### src/logic/cmd_pkg.sv
// Shared constants and types for the serial mode command parser.
`default_nettype none

package cmd_pkg;

  // ----------------------------------------------------------------
  // Frame characters
  // ----------------------------------------------------------------
  localparam logic [7:0] CH_STX = 8'h02;
  localparam logic [7:0] CH_ETX = 8'h03;
  localparam logic [7:0] CH_SPACE = 8'h20;
  localparam logic [7:0] CH_S = 8'h53;
  localparam logic [7:0] CH_T = 8'h54;
  localparam logic [7:0] CH_MEASURE = 8'h4d;
  localparam logic [7:0] CH_ZERO_CAL = 8'h4e;
  localparam logic [7:0] CH_SPAN_CAL = 8'h4b;
  localparam logic [23:0] ID_ALL_ZERO = 24'h303030;
  localparam logic [23:0] ID_ANY = 24'h3f3f3f;
  localparam logic [1:0] ID_LEN = 2'h3;

  // ----------------------------------------------------------------
  // Modes and parser states
  // ----------------------------------------------------------------
  typedef enum logic [1:0] {
    MODE_MEASURE = 2'b00,
    MODE_ZERO = 2'b01,
    MODE_SPAN = 2'b10
  } mode_e;

  typedef enum logic [2:0] {
    ST_IDLE = 3'b000,
    ST_HDR_S = 3'b001,
    ST_HDR_T = 3'b010,
    ST_ID = 3'b011,
    ST_CMD = 3'b100,
    ST_ETX = 3'b101,
    ST_CHK_HI = 3'b110,
    ST_CHK_LO = 3'b111
  } parse_e;

  // ----------------------------------------------------------------
  // Failure byte and fault pin positions
  // ----------------------------------------------------------------
  localparam int FAIL_FLOW = 0;
  localparam int FAIL_INSTR = 1;
  localparam int FAIL_LAMP = 3;
  localparam int FAIL_HEATER = 5;
  localparam int PIN_FLOW = 0;
  localparam int PIN_INSTR = 1;
  localparam int PIN_MAINT = 2;
  localparam int PIN_LAMP = 3;
  localparam int PIN_HEATER = 4;
  localparam int PIN_W = 5;

  // ----------------------------------------------------------------
  // Register map and fields
  // ----------------------------------------------------------------
  localparam int APB_AW = 12;
  localparam logic [11:0] ADDR_CTRL = 12'h000;
  localparam logic [11:0] ADDR_STATION = 12'h004;
  localparam logic [11:0] ADDR_MODE = 12'h008;
  localparam logic [11:0] ADDR_FAIL = 12'h00c;
  localparam logic [11:0] ADDR_IRQ_STAT = 12'h010;
  localparam logic [11:0] ADDR_IRQ_MASK = 12'h014;
  localparam logic [11:0] ADDR_COUNT = 12'h018;
  localparam logic [11:0] ADDR_LAST = 12'h01c;
  localparam int CTRL_EN = 0;
  localparam int CTRL_CLR_CNT = 1;
  localparam logic CTRL_EN_RST = 1'b1;
  localparam int MODE_OOS = 2;
  localparam int EV_ACCEPT = 0;
  localparam int EV_DROP = 1;
  localparam int EV_BADCMD = 2;
  localparam int EV_IDSKIP = 3;
  localparam int EV_FAIL = 4;
  localparam int EV_W = 5;
  localparam logic [4:0] IRQ_MASK_RST = 5'h00;

endpackage : cmd_pkg

`default_nettype wire

### src/logic/hex_nibble_decode.sv
// Converts one ASCII hexadecimal character into its four-bit value.
`timescale 1ns/10ps
`default_nettype none

module hex_nibble_decode (
  input wire logic [7:0] ch,
  output logic [3:0] nib,
  output logic ok
);

  always_comb begin
    nib = 4'h0;
    ok = 1'b0;
    if (ch >= 8'h30 && ch <= 8'h39) begin
      nib = ch[3:0];
      ok = 1'b1;
    end else if ((ch >= 8'h41 && ch <= 8'h46) || (ch >= 8'h61 && ch <= 8'h66)) begin
      // Lower case is accepted too; it costs nothing and some loggers send it.
      nib = 4'(ch[3:0] + 4'h9);
      ok = 1'b1;
    end
  end

endmodule : hex_nibble_decode

`default_nettype wire

### src/logic/station_id_match.sv
// Decides whether a received station identifier addresses this device.
`timescale 1ns/10ps
`default_nettype none

module station_id_match (
  input wire logic id_present,
  input wire logic [23:0] rx_id,
  input wire logic [23:0] own_id,
  output logic match
);

  assign match = !id_present || (rx_id == own_id) ||
                 (rx_id == cmd_pkg::ID_ALL_ZERO) || (rx_id == cmd_pkg::ID_ANY);

endmodule : station_id_match

`default_nettype wire

### src/logic/serial_mode_command_parser.sv
// Mode-setting command interpreter with failure byte encoder and APB registers.
//
// Summary of operation
// - Failure byte is positive logic and bit 0 reports a flow sensor failure.
// - Bit 1 reports a general instrument failure and never maintenance alone.
// - Bit 3 reports a lamp failure on variants that have a lamp.
// - Bit 5 reports a cell heater failure on variants with a heated cell.
// - A request is STX, S, T, an optional identifier, a space, a letter, ETX, two check chars.
// - Only the own identifier, 000 or ??? (or none) lets a request act.
// - Letter M selects measure, N selects zero and K selects span mode.
// - No reply of any kind is sent for a mode-setting request.
// - Frames open with byte 0x02 and close their text with byte 0x03.
// - The check value starts at zero and XORs every byte from STX to ETX inclusive.
// - The check value follows ETX as two hex characters, upper nibble first.
//
// The APB slave port and the register addresses were chosen for this implementation.
`timescale 1ns/10ps
`default_nettype none

module serial_mode_command_parser #(
  parameter bit HAS_LAMP = 1'b1,
  parameter bit HAS_HEATED_CELL = 1'b1,
  parameter logic [23:0] STATION_ID_RST = 24'h303031
) (
  input wire logic clk,
  input wire logic rstn,
  input wire logic psel,
  input wire logic penable,
  input wire logic pwrite,
  input wire logic [cmd_pkg::APB_AW-1:0] paddr,
  input wire logic [31:0] pwdata,
  input wire logic [3:0] pstrb,
  output logic [31:0] prdata,
  output logic pready,
  output logic pslverr,
  input wire logic rx_valid,
  input wire logic [7:0] rx_data,
  input wire logic flow_fault,
  input wire logic instr_fault,
  input wire logic in_maintenance,
  input wire logic lamp_fault,
  input wire logic heater_fault,
  output logic [1:0] mode,
  output logic [7:0] failure_byte,
  output logic out_of_service,
  output logic irq
);

  // ----------------------------------------------------------------
  // Declarations
  // ----------------------------------------------------------------
  cmd_pkg::parse_e state_q;
  cmd_pkg::parse_e state_d;
  cmd_pkg::mode_e mode_q;
  logic syntax_err;
  logic [7:0] xor_q;
  logic [1:0] id_cnt_q;
  logic [23:0] id_q;
  logic id_present_q;
  logic [7:0] cmd_q;
  logic [3:0] hi_q;
  logic [3:0] hex_nib;
  logic hex_ok;
  logic id_match;
  logic frame_end;
  logic chk_ok;
  logic cmd_ok;
  logic accept;
  logic [cmd_pkg::PIN_W-1:0] pins;
  logic [cmd_pkg::PIN_W-1:0] sync1_q;
  logic [cmd_pkg::PIN_W-1:0] sync2_q;
  logic [cmd_pkg::PIN_W-1:0] sync3_q;
  logic [cmd_pkg::PIN_W-1:0] stable_q;
  logic [7:0] failure_d;
  logic [7:0] failure_q;
  logic ctrl_en_q;
  logic [23:0] station_q;
  logic [cmd_pkg::EV_W-1:0] irq_stat_q;
  logic [cmd_pkg::EV_W-1:0] irq_mask_q;
  logic [cmd_pkg::EV_W-1:0] events;
  logic [15:0] accept_cnt_q;
  logic [15:0] drop_cnt_q;
  logic [31:0] last_q;
  logic [31:0] prdata_q;
  logic wr_en;
  logic setup;
  logic mapped;
  logic clr_cnt;

  // ----------------------------------------------------------------
  // Frame parser
  // ----------------------------------------------------------------
  always_comb begin
    state_d = state_q;
    syntax_err = 1'b0;
    if (!ctrl_en_q) begin
      state_d = cmd_pkg::ST_IDLE;
    end else if (rx_valid) begin
      if (rx_data == cmd_pkg::CH_STX) begin
        state_d = cmd_pkg::ST_HDR_S;
        syntax_err = (state_q != cmd_pkg::ST_IDLE);
      end else begin
        unique case (state_q)
          cmd_pkg::ST_IDLE: begin
            state_d = cmd_pkg::ST_IDLE;
          end
          cmd_pkg::ST_HDR_S: begin
            state_d = (rx_data == cmd_pkg::CH_S) ? cmd_pkg::ST_HDR_T : cmd_pkg::ST_IDLE;
            syntax_err = (rx_data != cmd_pkg::CH_S);
          end
          cmd_pkg::ST_HDR_T: begin
            state_d = (rx_data == cmd_pkg::CH_T) ? cmd_pkg::ST_ID : cmd_pkg::ST_IDLE;
            syntax_err = (rx_data != cmd_pkg::CH_T);
          end
          cmd_pkg::ST_ID: begin
            if (rx_data == cmd_pkg::CH_SPACE) begin
              if (id_cnt_q == 2'h0 || id_cnt_q == cmd_pkg::ID_LEN) begin
                state_d = cmd_pkg::ST_CMD;
              end else begin
                state_d = cmd_pkg::ST_IDLE;
                syntax_err = 1'b1;
              end
            end else if (id_cnt_q == cmd_pkg::ID_LEN || rx_data == cmd_pkg::CH_ETX) begin
              state_d = cmd_pkg::ST_IDLE;
              syntax_err = 1'b1;
            end
          end
          cmd_pkg::ST_CMD: begin
            state_d = (rx_data == cmd_pkg::CH_ETX) ? cmd_pkg::ST_IDLE : cmd_pkg::ST_ETX;
            syntax_err = (rx_data == cmd_pkg::CH_ETX);
          end
          cmd_pkg::ST_ETX: begin
            state_d = (rx_data == cmd_pkg::CH_ETX) ? cmd_pkg::ST_CHK_HI : cmd_pkg::ST_IDLE;
            syntax_err = (rx_data != cmd_pkg::CH_ETX);
          end
          cmd_pkg::ST_CHK_HI: begin
            state_d = hex_ok ? cmd_pkg::ST_CHK_LO : cmd_pkg::ST_IDLE;
            syntax_err = !hex_ok;
          end
          cmd_pkg::ST_CHK_LO: begin
            state_d = cmd_pkg::ST_IDLE;
          end
        endcase
      end
    end
  end

  always_ff @(posedge clk or negedge rstn) begin
    if (!rstn) begin
      state_q <= cmd_pkg::ST_IDLE;
    end else begin
      state_q <= state_d;
    end
  end

  // running XOR from STX to ETX
  always_ff @(posedge clk or negedge rstn) begin
    if (!rstn) begin
      xor_q <= 8'h00;
    end else if (rx_valid && rx_data == cmd_pkg::CH_STX) begin
      xor_q <= 8'h00 ^ rx_data;
    end else if (rx_valid && state_q != cmd_pkg::ST_IDLE && state_q != cmd_pkg::ST_CHK_HI &&
                 state_q != cmd_pkg::ST_CHK_LO) begin
      xor_q <= xor_q ^ rx_data;
    end
  end

  always_ff @(posedge clk or negedge rstn) begin
    if (!rstn) begin
      id_cnt_q <= 2'h0;
      id_q <= 24'h000000;
      id_present_q <= 1'b0;
    end else if (state_d == cmd_pkg::ST_HDR_S) begin
      id_cnt_q <= 2'h0;
      id_present_q <= 1'b0;
    end else if (rx_valid && state_q == cmd_pkg::ST_ID) begin
      if (rx_data == cmd_pkg::CH_SPACE) begin
        id_present_q <= (id_cnt_q == cmd_pkg::ID_LEN);
      end else begin
        id_q <= {id_q[15:0], rx_data};
        id_cnt_q <= 2'(id_cnt_q + 2'h1);
      end
    end
  end

  always_ff @(posedge clk or negedge rstn) begin
    if (!rstn) begin
      cmd_q <= 8'h00;
      hi_q <= 4'h0;
    end else if (rx_valid && state_q == cmd_pkg::ST_CMD) begin
      cmd_q <= rx_data;
    end else if (rx_valid && state_q == cmd_pkg::ST_CHK_HI) begin
      hi_q <= hex_nib;
    end
  end

  hex_nibble_decode u_hex (
    .ch(rx_data),
    .nib(hex_nib),
    .ok(hex_ok)
  );

  station_id_match u_id (
    .id_present(id_present_q),
    .rx_id(id_q),
    .own_id(station_q),
    .match(id_match)
  );

  // ----------------------------------------------------------------
  // Frame evaluation
  // ----------------------------------------------------------------
  assign frame_end = ctrl_en_q && rx_valid && state_q == cmd_pkg::ST_CHK_LO &&
                     rx_data != cmd_pkg::CH_STX;
  // lower nibble completes the check value
  assign chk_ok = hex_ok && ({hi_q, hex_nib} == xor_q);
  assign cmd_ok = (cmd_q == cmd_pkg::CH_MEASURE) || (cmd_q == cmd_pkg::CH_ZERO_CAL) ||
                  (cmd_q == cmd_pkg::CH_SPAN_CAL);
  // bad check or letter is discarded
  assign accept = frame_end && chk_ok && cmd_ok && id_match;

  always_ff @(posedge clk or negedge rstn) begin
    if (!rstn) begin
      mode_q <= cmd_pkg::MODE_MEASURE;
    end else if (accept) begin
      if (cmd_q == cmd_pkg::CH_ZERO_CAL) begin
        mode_q <= cmd_pkg::MODE_ZERO;
      end else if (cmd_q == cmd_pkg::CH_SPAN_CAL) begin
        mode_q <= cmd_pkg::MODE_SPAN;
      end else begin
        mode_q <= cmd_pkg::MODE_MEASURE;
      end
    end
  end

  assign mode = mode_q;

  // ----------------------------------------------------------------
  // Fault inputs and failure byte
  // ----------------------------------------------------------------
  assign pins = {heater_fault, lamp_fault, in_maintenance, instr_fault, flow_fault};

  // Fault lines are asynchronous pins, so a change only counts once two stages agree.
  for (genvar g = 0; g < cmd_pkg::PIN_W; g++) begin : g_sync
    always_ff @(posedge clk or negedge rstn) begin
      if (!rstn) begin
        sync1_q[g] <= 1'b0;
        sync2_q[g] <= 1'b0;
        sync3_q[g] <= 1'b0;
        stable_q[g] <= 1'b0;
      end else begin
        sync1_q[g] <= pins[g];
        sync2_q[g] <= sync1_q[g];
        sync3_q[g] <= sync2_q[g];
        if (sync2_q[g] == sync3_q[g]) begin
          stable_q[g] <= sync3_q[g];
        end
      end
    end
  end

  always_comb begin
    failure_d = 8'h00;
    failure_d[cmd_pkg::FAIL_FLOW] = stable_q[cmd_pkg::PIN_FLOW];
    failure_d[cmd_pkg::FAIL_INSTR] = stable_q[cmd_pkg::PIN_INSTR];
    failure_d[cmd_pkg::FAIL_LAMP] = HAS_LAMP && stable_q[cmd_pkg::PIN_LAMP];
    failure_d[cmd_pkg::FAIL_HEATER] = HAS_HEATED_CELL && stable_q[cmd_pkg::PIN_HEATER];
  end

  always_ff @(posedge clk or negedge rstn) begin
    if (!rstn) begin
      failure_q <= 8'h00;
    end else begin
      failure_q <= failure_d;
    end
  end

  assign failure_byte = failure_q;
  assign out_of_service = stable_q[cmd_pkg::PIN_MAINT];

  // ----------------------------------------------------------------
  // Events and interrupt
  // ----------------------------------------------------------------
  assign events[cmd_pkg::EV_ACCEPT] = accept;
  assign events[cmd_pkg::EV_DROP] = syntax_err || (frame_end && !chk_ok);
  assign events[cmd_pkg::EV_BADCMD] = frame_end && chk_ok && id_match && !cmd_ok;
  assign events[cmd_pkg::EV_IDSKIP] = frame_end && chk_ok && !id_match;
  assign events[cmd_pkg::EV_FAIL] = (failure_d != failure_q);

  assign setup = psel && !penable;
  assign wr_en = psel && penable && pwrite && mapped;

  // A new event in the cycle of a write-one clear keeps its bit set.
  always_ff @(posedge clk or negedge rstn) begin
    if (!rstn) begin
      irq_stat_q <= '0;
    end else if (wr_en && paddr == cmd_pkg::ADDR_IRQ_STAT && pstrb[0]) begin
      irq_stat_q <= (irq_stat_q & ~pwdata[cmd_pkg::EV_W-1:0]) | events;
    end else begin
      irq_stat_q <= irq_stat_q | events;
    end
  end

  assign irq = |(irq_stat_q & irq_mask_q);

  // ----------------------------------------------------------------
  // APB registers
  // ----------------------------------------------------------------
  always_comb begin
    unique case (paddr)
      cmd_pkg::ADDR_CTRL, cmd_pkg::ADDR_STATION, cmd_pkg::ADDR_MODE, cmd_pkg::ADDR_FAIL,
      cmd_pkg::ADDR_IRQ_STAT, cmd_pkg::ADDR_IRQ_MASK, cmd_pkg::ADDR_COUNT,
      cmd_pkg::ADDR_LAST: begin
        mapped = 1'b1;
      end
      default: begin
        mapped = 1'b0;
      end
    endcase
  end

  assign clr_cnt = wr_en && paddr == cmd_pkg::ADDR_CTRL && pstrb[0] &&
                   pwdata[cmd_pkg::CTRL_CLR_CNT];

  always_ff @(posedge clk or negedge rstn) begin
    if (!rstn) begin
      ctrl_en_q <= cmd_pkg::CTRL_EN_RST;
      irq_mask_q <= cmd_pkg::IRQ_MASK_RST;
    end else if (wr_en && pstrb[0]) begin
      if (paddr == cmd_pkg::ADDR_CTRL) begin
        ctrl_en_q <= pwdata[cmd_pkg::CTRL_EN];
      end
      if (paddr == cmd_pkg::ADDR_IRQ_MASK) begin
        irq_mask_q <= pwdata[cmd_pkg::EV_W-1:0];
      end
    end
  end

  for (genvar b = 0; b < 3; b++) begin : g_station
    always_ff @(posedge clk or negedge rstn) begin
      if (!rstn) begin
        station_q[8*b +: 8] <= STATION_ID_RST[8*b +: 8];
      end else if (wr_en && paddr == cmd_pkg::ADDR_STATION && pstrb[b]) begin
        station_q[8*b +: 8] <= pwdata[8*b +: 8];
      end
    end
  end

  // Counters wrap rather than saturate; software reads deltas.
  always_ff @(posedge clk or negedge rstn) begin
    if (!rstn) begin
      accept_cnt_q <= 16'h0000;
      drop_cnt_q <= 16'h0000;
    end else if (clr_cnt) begin
      accept_cnt_q <= 16'h0000;
      drop_cnt_q <= 16'h0000;
    end else begin
      if (accept) begin
        accept_cnt_q <= 16'(accept_cnt_q + 16'h0001);
      end
      if (events[cmd_pkg::EV_DROP] || events[cmd_pkg::EV_BADCMD]) begin
        drop_cnt_q <= 16'(drop_cnt_q + 16'h0001);
      end
    end
  end

  always_ff @(posedge clk or negedge rstn) begin
    if (!rstn) begin
      last_q <= 32'h00000000;
    end else if (accept) begin
      last_q <= {id_q, cmd_q};
    end
  end

  // Read data is captured in the setup cycle so pready can stay high.
  always_ff @(posedge clk or negedge rstn) begin
    if (!rstn) begin
      prdata_q <= 32'h00000000;
    end else if (setup) begin
      unique case (paddr)
        cmd_pkg::ADDR_CTRL: prdata_q <= {31'h00000000, ctrl_en_q};
        cmd_pkg::ADDR_STATION: prdata_q <= {8'h00, station_q};
        cmd_pkg::ADDR_MODE: prdata_q <= {29'h00000000, out_of_service, mode_q};
        cmd_pkg::ADDR_FAIL: prdata_q <= {24'h000000, failure_q};
        cmd_pkg::ADDR_IRQ_STAT: prdata_q <= {27'h0000000, irq_stat_q};
        cmd_pkg::ADDR_IRQ_MASK: prdata_q <= {27'h0000000, irq_mask_q};
        cmd_pkg::ADDR_COUNT: prdata_q <= {drop_cnt_q, accept_cnt_q};
        cmd_pkg::ADDR_LAST: prdata_q <= last_q;
        default: prdata_q <= 32'h00000000;
      endcase
    end
  end

  assign prdata = prdata_q;
  assign pready = 1'b1;
  assign pslverr = psel && penable && !mapped;

endmodule : serial_mode_command_parser

`default_nettype wire

### config.mk
export PLATFORM = sky130hd
export DESIGN_NAME = serial_mode_command_parser
export DESIGN_NICKNAME = d
export VERILOG_FILES = /design/src/logic/cmd_pkg.sv /design/src/logic/hex_nibble_decode.sv /design/src/logic/station_id_match.sv /design/src/logic/serial_mode_command_parser.sv
export SDC_FILE = /design/constraint.sdc
export NUM_CORES = 1
export LEC_CHECK = 0
export ABC_AREA = 1
export BUFFER_PORTS_ARGS = -buffer_cell sky130_fd_sc_hd__buf_2
export CAP_MARGIN = 20
export CORE_ASPECT_RATIO = 0.7
export CORE_MARGIN = 2
export CORE_UTILIZATION = 50
export DETAILED_ROUTE_END_ITERATION = 8
export GPL_TIMING_DRIVEN = 1
export PLACE_DENSITY = 0.69
export SLEW_MARGIN = 20
export SYNTH_ARGS = -nofsm -noshare
export SYNTH_HDL_FRONTEND = slang
export SYNTH_SLANG_ARGS = --single-unit
### constraint.sdc
create_clock -name clk -period 2.88 [get_ports clk]
set_input_delay 0.432 -clock clk [delete_from_list [all_inputs] [get_ports clk]]
set_output_delay 0.432 -clock clk [all_outputs]
set_load 0.03 [all_outputs]
## Word-level counts from Yosys, hierarchy flattened

Memory sizes are Yosys's and may differ from the RTL's.
Index checks and enable logic that the tools add are counted.
W data, S select, Z words.

| storage, ports and cells | value |
|---|---|
| register bits | 207 |
| logic and storage cells | 211 |
| memories kept | 1 |
| bits in read-only memories | 32 |
| output and inout bits | 46 |

| operators by class | value |
|---|---|
| add/sub/neg operators | 4 |
| order comparisons | 6 |
| bitwise operators | 9 |
| equality and inequality tests | 41 |
| muxes and demuxes | 40 |
| reductions and logical operators | 71 |

Memory list:

| name | depth | width | rd ports | clocked after Yosys merged registers in | write ports | RTL line | text |
|---|---|---|---|---|---|---|---|
| (name not given) | 32 | 1 | 1 | 0 | 0 | serial_mode_command_parser.sv:310 | `unique case (paddr)` |

Operator list:

| kind | count |
|---|---|
| $pmux W32 S8 | 1 |
| $mux W16 | 4 |
| $eq A12 B5 Y1 const B | 4 |
| $eq A24 B22 Y1 const B | 2 |
| $eq A8 B7 Y1 const B | 5 |
| $logic_and A1 B1 Y1 | 36 |
| $add A16 B1 Y16 const B | 2 |
| $mux W3 | 9 |
| $eq A12 B4 Y1 const B | 2 |
| $eq A24 B24 Y1 | 1 |
| $pmux W3 S7 | 1 |
| $eq A8 B2 Y1 const B | 2 |
| $ge A8 B7 Y1 const B | 2 |
| $le A8 B7 Y1 const B | 2 |
| $mux W8 | 2 |
| $ne A8 B2 Y1 const B | 2 |
| $ne A8 B7 Y1 const B | 2 |
| $mux W2 | 7 |
| $eq A12 B3 Y1 const B | 1 |
| $eq A3 B3 Y1 const B | 4 |
| $logic_not A12 Y1 | 1 |
| $mux W1 | 12 |
| $and A5 B5 Y5 | 2 |
| $logic_or A1 B1 Y1 | 10 |
| 30 further kinds | 55 |

## Longest topological paths before layout

| depth | value |
|---|---|
| depth after elaboration | 14 |
| depth in mapped cells | 18 |
| depth with buffers taken out | 18 |

## Modules after synthesis

Synthesis repeated with hierarchy kept, for this count alone.

| unflattened totals | value |
|---|---|
| cell total of the unflattened synthesis | 1336 |
| area, all modules | 10749.1 µm² |

By module, submodules not included:

| module | cells each | area each (µm²) | times used | sequential area each (µm²) |
|---|---|---|---|---|
| serial_mode_command_parser | 1141 | 9939.5 | 1 | 5190.0 |
| station_id_match | 162 | 634.4 | 1 | 0.0 |
| hex_nibble_decode | 33 | 175.2 | 1 | 0.0 |

## Worst setup path before layout

Ideal clock, no wire load.

| path | value |
|---|---|
| path type | in2reg |
| from | input rx_data[0] |
| to | register accept_cnt_q[12] |
| setup slack | 603 ps |
| cell stages on the path | 16 |
| setup time | 118 ps |
| buffers on the path | 1 |
| data arrival time | 2159 ps |
| data required time | 2762 ps |
| cell sequence | inv_1 ha_1 nand2_1 nand3_2 nand2_4 nand2_4 nand3_1 nand2_1 nand2_1 nor2_2 nand3_4 nor2_8 buf_4 nand3_1 o21bai_1 nor2_1 |

| on the way | value |
|---|---|
| word-level cells in the longest chain between the ends | 11 |
| elaborated cells on any way between the ends | 23 |
| classes of those cells | add/sub: 1; order compare: 6; eq/ne: 2; mux: 4; reduce/logical: 10 |

Ends and longest elaborated chain:

| element | RTL line | text |
|---|---|---|
| start: declaration | serial_mode_command_parser.sv:37 | `input wire logic [7:0] rx_data,` |
| $ge A8 B7 Y1 or $le A8 B7 Y1 (tied branches) | hex_nibble_decode.sv:17 | `end else if ((ch >= 8'h41 && ch <= 8'h46) \|\| (ch >= 8'h61 && ch <= 8'h66)) begin` |
| $logic_and A1 B1 Y1 | hex_nibble_decode.sv:17 |  |
| $logic_or A1 B1 Y1 | hex_nibble_decode.sv:17 |  |
| $mux W4 | hex_nibble_decode.sv:17 |  |
| $mux W4 | hex_nibble_decode.sv:14 | `if (ch >= 8'h30 && ch <= 8'h39) begin` |
| $eq A8 B8 Y1 | serial_mode_command_parser.sv:216 | `assign chk_ok = hex_ok && ({hi_q, hex_nib} == xor_q);` |
| $logic_and A1 B1 Y1 | serial_mode_command_parser.sv:216 |  |
| $logic_and A1 B1 Y1 (*) (3 in series) | serial_mode_command_parser.sv:220 | `assign accept = frame_end && chk_ok && cmd_ok && id_match;` |
| $reduce_bool A2 Y1 (no line) (*) | - |  |
| end signal: assignment | serial_mode_command_parser.sv:359 | `accept_cnt_q <= 16'(accept_cnt_q + 16'h0001);` |
| end: declaration | serial_mode_command_parser.sv:81 | `logic [15:0] accept_cnt_q;` |

Mark *: on every way between the ends. The rest lies on a longest branch, timed or not.
A chain may end at the register's enable or synchronous reset.

## Worst setup path in the final report

| path | value |
|---|---|
| from | register station_q[4] |
| to | register last_q[27] |

| on the way | value |
|---|---|
| word-level cells in the longest chain between the ends | 5 |

Ends and longest elaborated chain:

| element | RTL line | text |
|---|---|---|
| start: declaration | serial_mode_command_parser.sv:77 | `logic [23:0] station_q;` |
| start signal: indexed assignment | serial_mode_command_parser.sv:342 | `station_q[8*b +: 8] <= STATION_ID_RST[8*b +: 8];` |
| start signal: indexed assignment | serial_mode_command_parser.sv:344 | `station_q[8*b +: 8] <= pwdata[8*b +: 8];` |
| $eq A24 B24 Y1 | station_id_match.sv:12 | `assign match = !id_present \|\| (rx_id == own_id) \|\|` |
| $logic_or A1 B1 Y1 (2 in series) | station_id_match.sv:12 |  |
| $logic_or A1 B1 Y1 | station_id_match.sv:13 | `(rx_id == cmd_pkg::ID_ALL_ZERO) \|\| (rx_id == cmd_pkg::ID_ANY);` |
| $logic_and A1 B1 Y1 | serial_mode_command_parser.sv:220 |  |
| end signal: assignment | serial_mode_command_parser.sv:371 | `last_q <= {id_q, cmd_q};` |
| end: declaration | serial_mode_command_parser.sv:83 | `logic [31:0] last_q;` |

Every way passes these cells.

==> results.txt <==
Area Overhead vs Synth = 15.9%
Clk sinks = 207
Synth unique cells = 49
Max Fclk = 386 MHz
Gp weighted congestion = 0.943
I/O pin total = 113
Yosys reg bits = 207
DP Area = 0.0114 mm²
Hold WS = 0.0251 ns
Dpl ws = 0.0279 ns
Initial antenna violation count = 0
MaxCap Viol Count = 0
Cells after Synth = 1241
Power Total = 6.12 mW
Util after Layout = 0.588
Critical path launch point type = flip-flop
Final period utilization = 0.900
Total CTS buffers = 22
CTS clk-pin slew, worst paths = 0.06 ns
Die Ht = 125 µm
Worst-path fanout max = 42
Vias = 9071
DP HPWL = 22200 µm
Drt drc = 0
Launch point of the critical path = station_q[4]
Global route total overflow = 0
Area of the multi-input gates = 0.00445 mm²
Crit path DAT = 2.97 ns
Share of cells above drive strength 1 = 0.161
Fillers = 1896
Number of synthesized flops with an enable pin = 0
Run status = finished clean
DRT antenna net count = 0
Leak pwr = 5.97 nW
Worst-Margin Slew = 0.831 ns
Tot GR Track Use = 0.273
Maximum root-to-sink buffer count = 3
Worst-skew pair later-pin latency = 0.51 ns
Initial DRT Pass Iterations = 5
Min Tclk post-route = 2.59 ns
Core Area = 0.0206 mm²
Ys flop type = dfrtp_1
Slew Limit Fails = 0
Root Buffer = clkbuf_16
Synth warn = 0
RSZ-0062 raised after global routing = no
Nets@finish = 1431
Worst setup path category = flip-flop to flip-flop
Worst EP required = 3.26 ns
Antenna Cells = 0
Async SR Flop Fraction = 1.00
Register area share after synthesis = 0.495
Final worst slack = 0.289 ns
Max H-tree Level = 1
Post_cts resized = 0
HP Class = input port to flip-flop
PwrDens = 504 mW/mm²
Setup repair bufs after CTS = 0
Clock skew = 0.0175 ns
Die width = 177 µm
Setup_tns = 0 ns
Placed cells = 1608
Drt initial violations = 835
Final cell count without fillers = 1649
CTS tree = done
Slew HR = 0.441
Port-buffer cells = 98
CP endpoint kind = flip-flop
Mean Syn Cell Area = 8.45 µm²
Count of final setup violators = 0
IR drop worst, VDD = 0.477 mV
Rows = 44
Post-route cell area = 0.0121 mm²
Vias in the first global route = 8365
Largest net degree at the start of global routing = 64
Wirelength per Cell = 18.0 µm
Routed wire length = 29600 µm
Post-Syn Area = 0.0105 mm²
Die ar. = 0.0222 mm²
HP Start = instr_fault
Routed vias/inst = 5.50
FF/Latch Area = 0.00519 mm²
Initial Utilization = 0.508
Hold Vio Cnt, Final = 0
Reg-to-reg critical path startpoint = station_q[4]
First-pass GRT wire length = 47000 µm
cell type report:
type	count	area share
repair buffers	131	0.0658
inverters	170	0.0525
multi-input cells	825	0.366
well taps	276	0.0284
clock buffers	34	0.0515
clock inverters	6	0.00783
flip-flops and latches	207	0.427
logic make-up after synthesis:
logic type / share of synthesized area
AO/OA/AOI/OAI: 0.115
XOR/XNOR: 0.0426
adder cells (fa/ha/maj): 0.0131
buffers and inverters: 0.0814
flip-flops: 0.495
multiplexers: 0.0290
other: 0.000716
AND/OR/NAND/NOR: 0.223
power by group:
part	leakage [nW]	internal [mW]	switching (mW)
logic	2.95	0.0929	0.204
registers	2.67	2.94	0.0314
clock network	0.351	1.68	1.16
total	5.97	4.72	1.40
cell usage in the layout, fill, tap and decap left out, types with 3 or more instances in the layout:
cell	Yosys	final
o22ai_1	15	15
inv_1	162	162
o21bai_1	7	7
nand2_4	4	4
clkbuf_1	22	9
dfrtp_1	199	199
nor2_1	83	83
o21ai_1	12	12
nand2_1	245	245
nor4_1	6	6
buf_12	0	4
clkbuf_8	0	4
nand3_1	90	90
clkinv_1	3	3
nor3_1	18	18
inv_2	5	5
dfstp_2	8	8
a32o_1	4	4
nand2_2	3	3
nand4_1	48	48
mux2_2	27	27
o21a_1	4	4
ha_1	7	7
xnor2_1	26	26
o21ai_0	132	132
a21oi_1	29	29
maj3_1	5	5
nand3b_1	3	3
buf_2	9	97
a221oi_1	4	4
buf_4	6	28
clkbuf_16	0	22
o211ai_1	3	3
xor2_1	25	25
conb_1	2	5
worst max-delay path, cell delays in order (launching register included):
cell,delay [ns]
dfstp_2,0.60
xor2_1,0.19
a21oi_1,0.06
nand3_1,0.11
nor2_1,0.06
nand3_1,0.06
nand2_1,0.05
nor2_1,0.58
nor2_8,0.10
nand2_2,0.28
buf_12,0.24
o21ai_0,0.12
cell usage after synthesis, types with 2 or more instances:
cell       number  area share
o21a_1          4      0.0029
o211ai_1        3      0.0021
o22ai_1        15      0.0090
nor4_1          6      0.0036
o221ai_1        2      0.0017
buf_6           3      0.0032
nand3_2         2      0.0019
nand4_1        48       0.029
nand3b_1        3      0.0021
dfrtp_1       199        0.48
xor2_1         25       0.021
o2111ai_1       2      0.0017
mux2_2         27       0.029
o21bai_1        7      0.0050
a221oi_1        4      0.0033
xnor2_1        26       0.022
a32o_1          4      0.0038
inv_1         162       0.058
maj3_1          5      0.0048
nor3_1         18      0.0086
buf_4           6      0.0043
nor2_1         83       0.030
conb_1          2     0.00072
a21oi_1        29       0.014
nand2_2         3      0.0018
clkinv_1        3      0.0011
o21ai_0       132       0.063
ha_1            7      0.0084
dfstp_2         8       0.020
nand3_1        90       0.043
inv_2           5      0.0018
or2_2           2      0.0012
nand2_1       245       0.088
nor2_4          2      0.0021
o21ai_1        12      0.0057
nand2_4         4      0.0043
clkbuf_1       22      0.0079
buf_2           9      0.0043
nor3_2          2      0.0019
repair_timing:
action	in CTS	in global routing
hold buffers	1	0
endpoints found under the setup margin	0	0
hold endpoints to repair	54	0
state kept, by name, summed over array words and instances (netlist names), 8 cells and up:
register and flops:
last_q 32, prdata 32, id_q 24, station_q 24
accept_cnt_q 16, drop_cnt_q 16, cmd_q 8, xor_q 8
routing by layer:
layer | global-route usage | vias to the layer above | share of wire
li1 | - | 4333 | -
met1 | 0.437 | 4331 | 0.49
met2 | 0.370 | 366 | 0.40
met3 | 0.0687 | 41 | 0.086
met4 | 0.0530 | 0 | 0.019
met5 | 0 | - | 0
path summary, 6_finish.rpt:
kind                              endpoint  slack, ns  depth (start not counted)
setup / recovery                last_q[27]       0.29                         11
hold / removal                  sync1_q[1]       0.03                          1
setup reg to reg                last_q[27]       0.29                         11
hold reg to reg                 sync2_q[4]       0.35                          0
max in group asynchronous       sync3_q[1]       1.55                          3
min in group asynchronous  accept_cnt_q[0]       0.47                          2
Note: power is estimated with default switching activity, not from simulation.
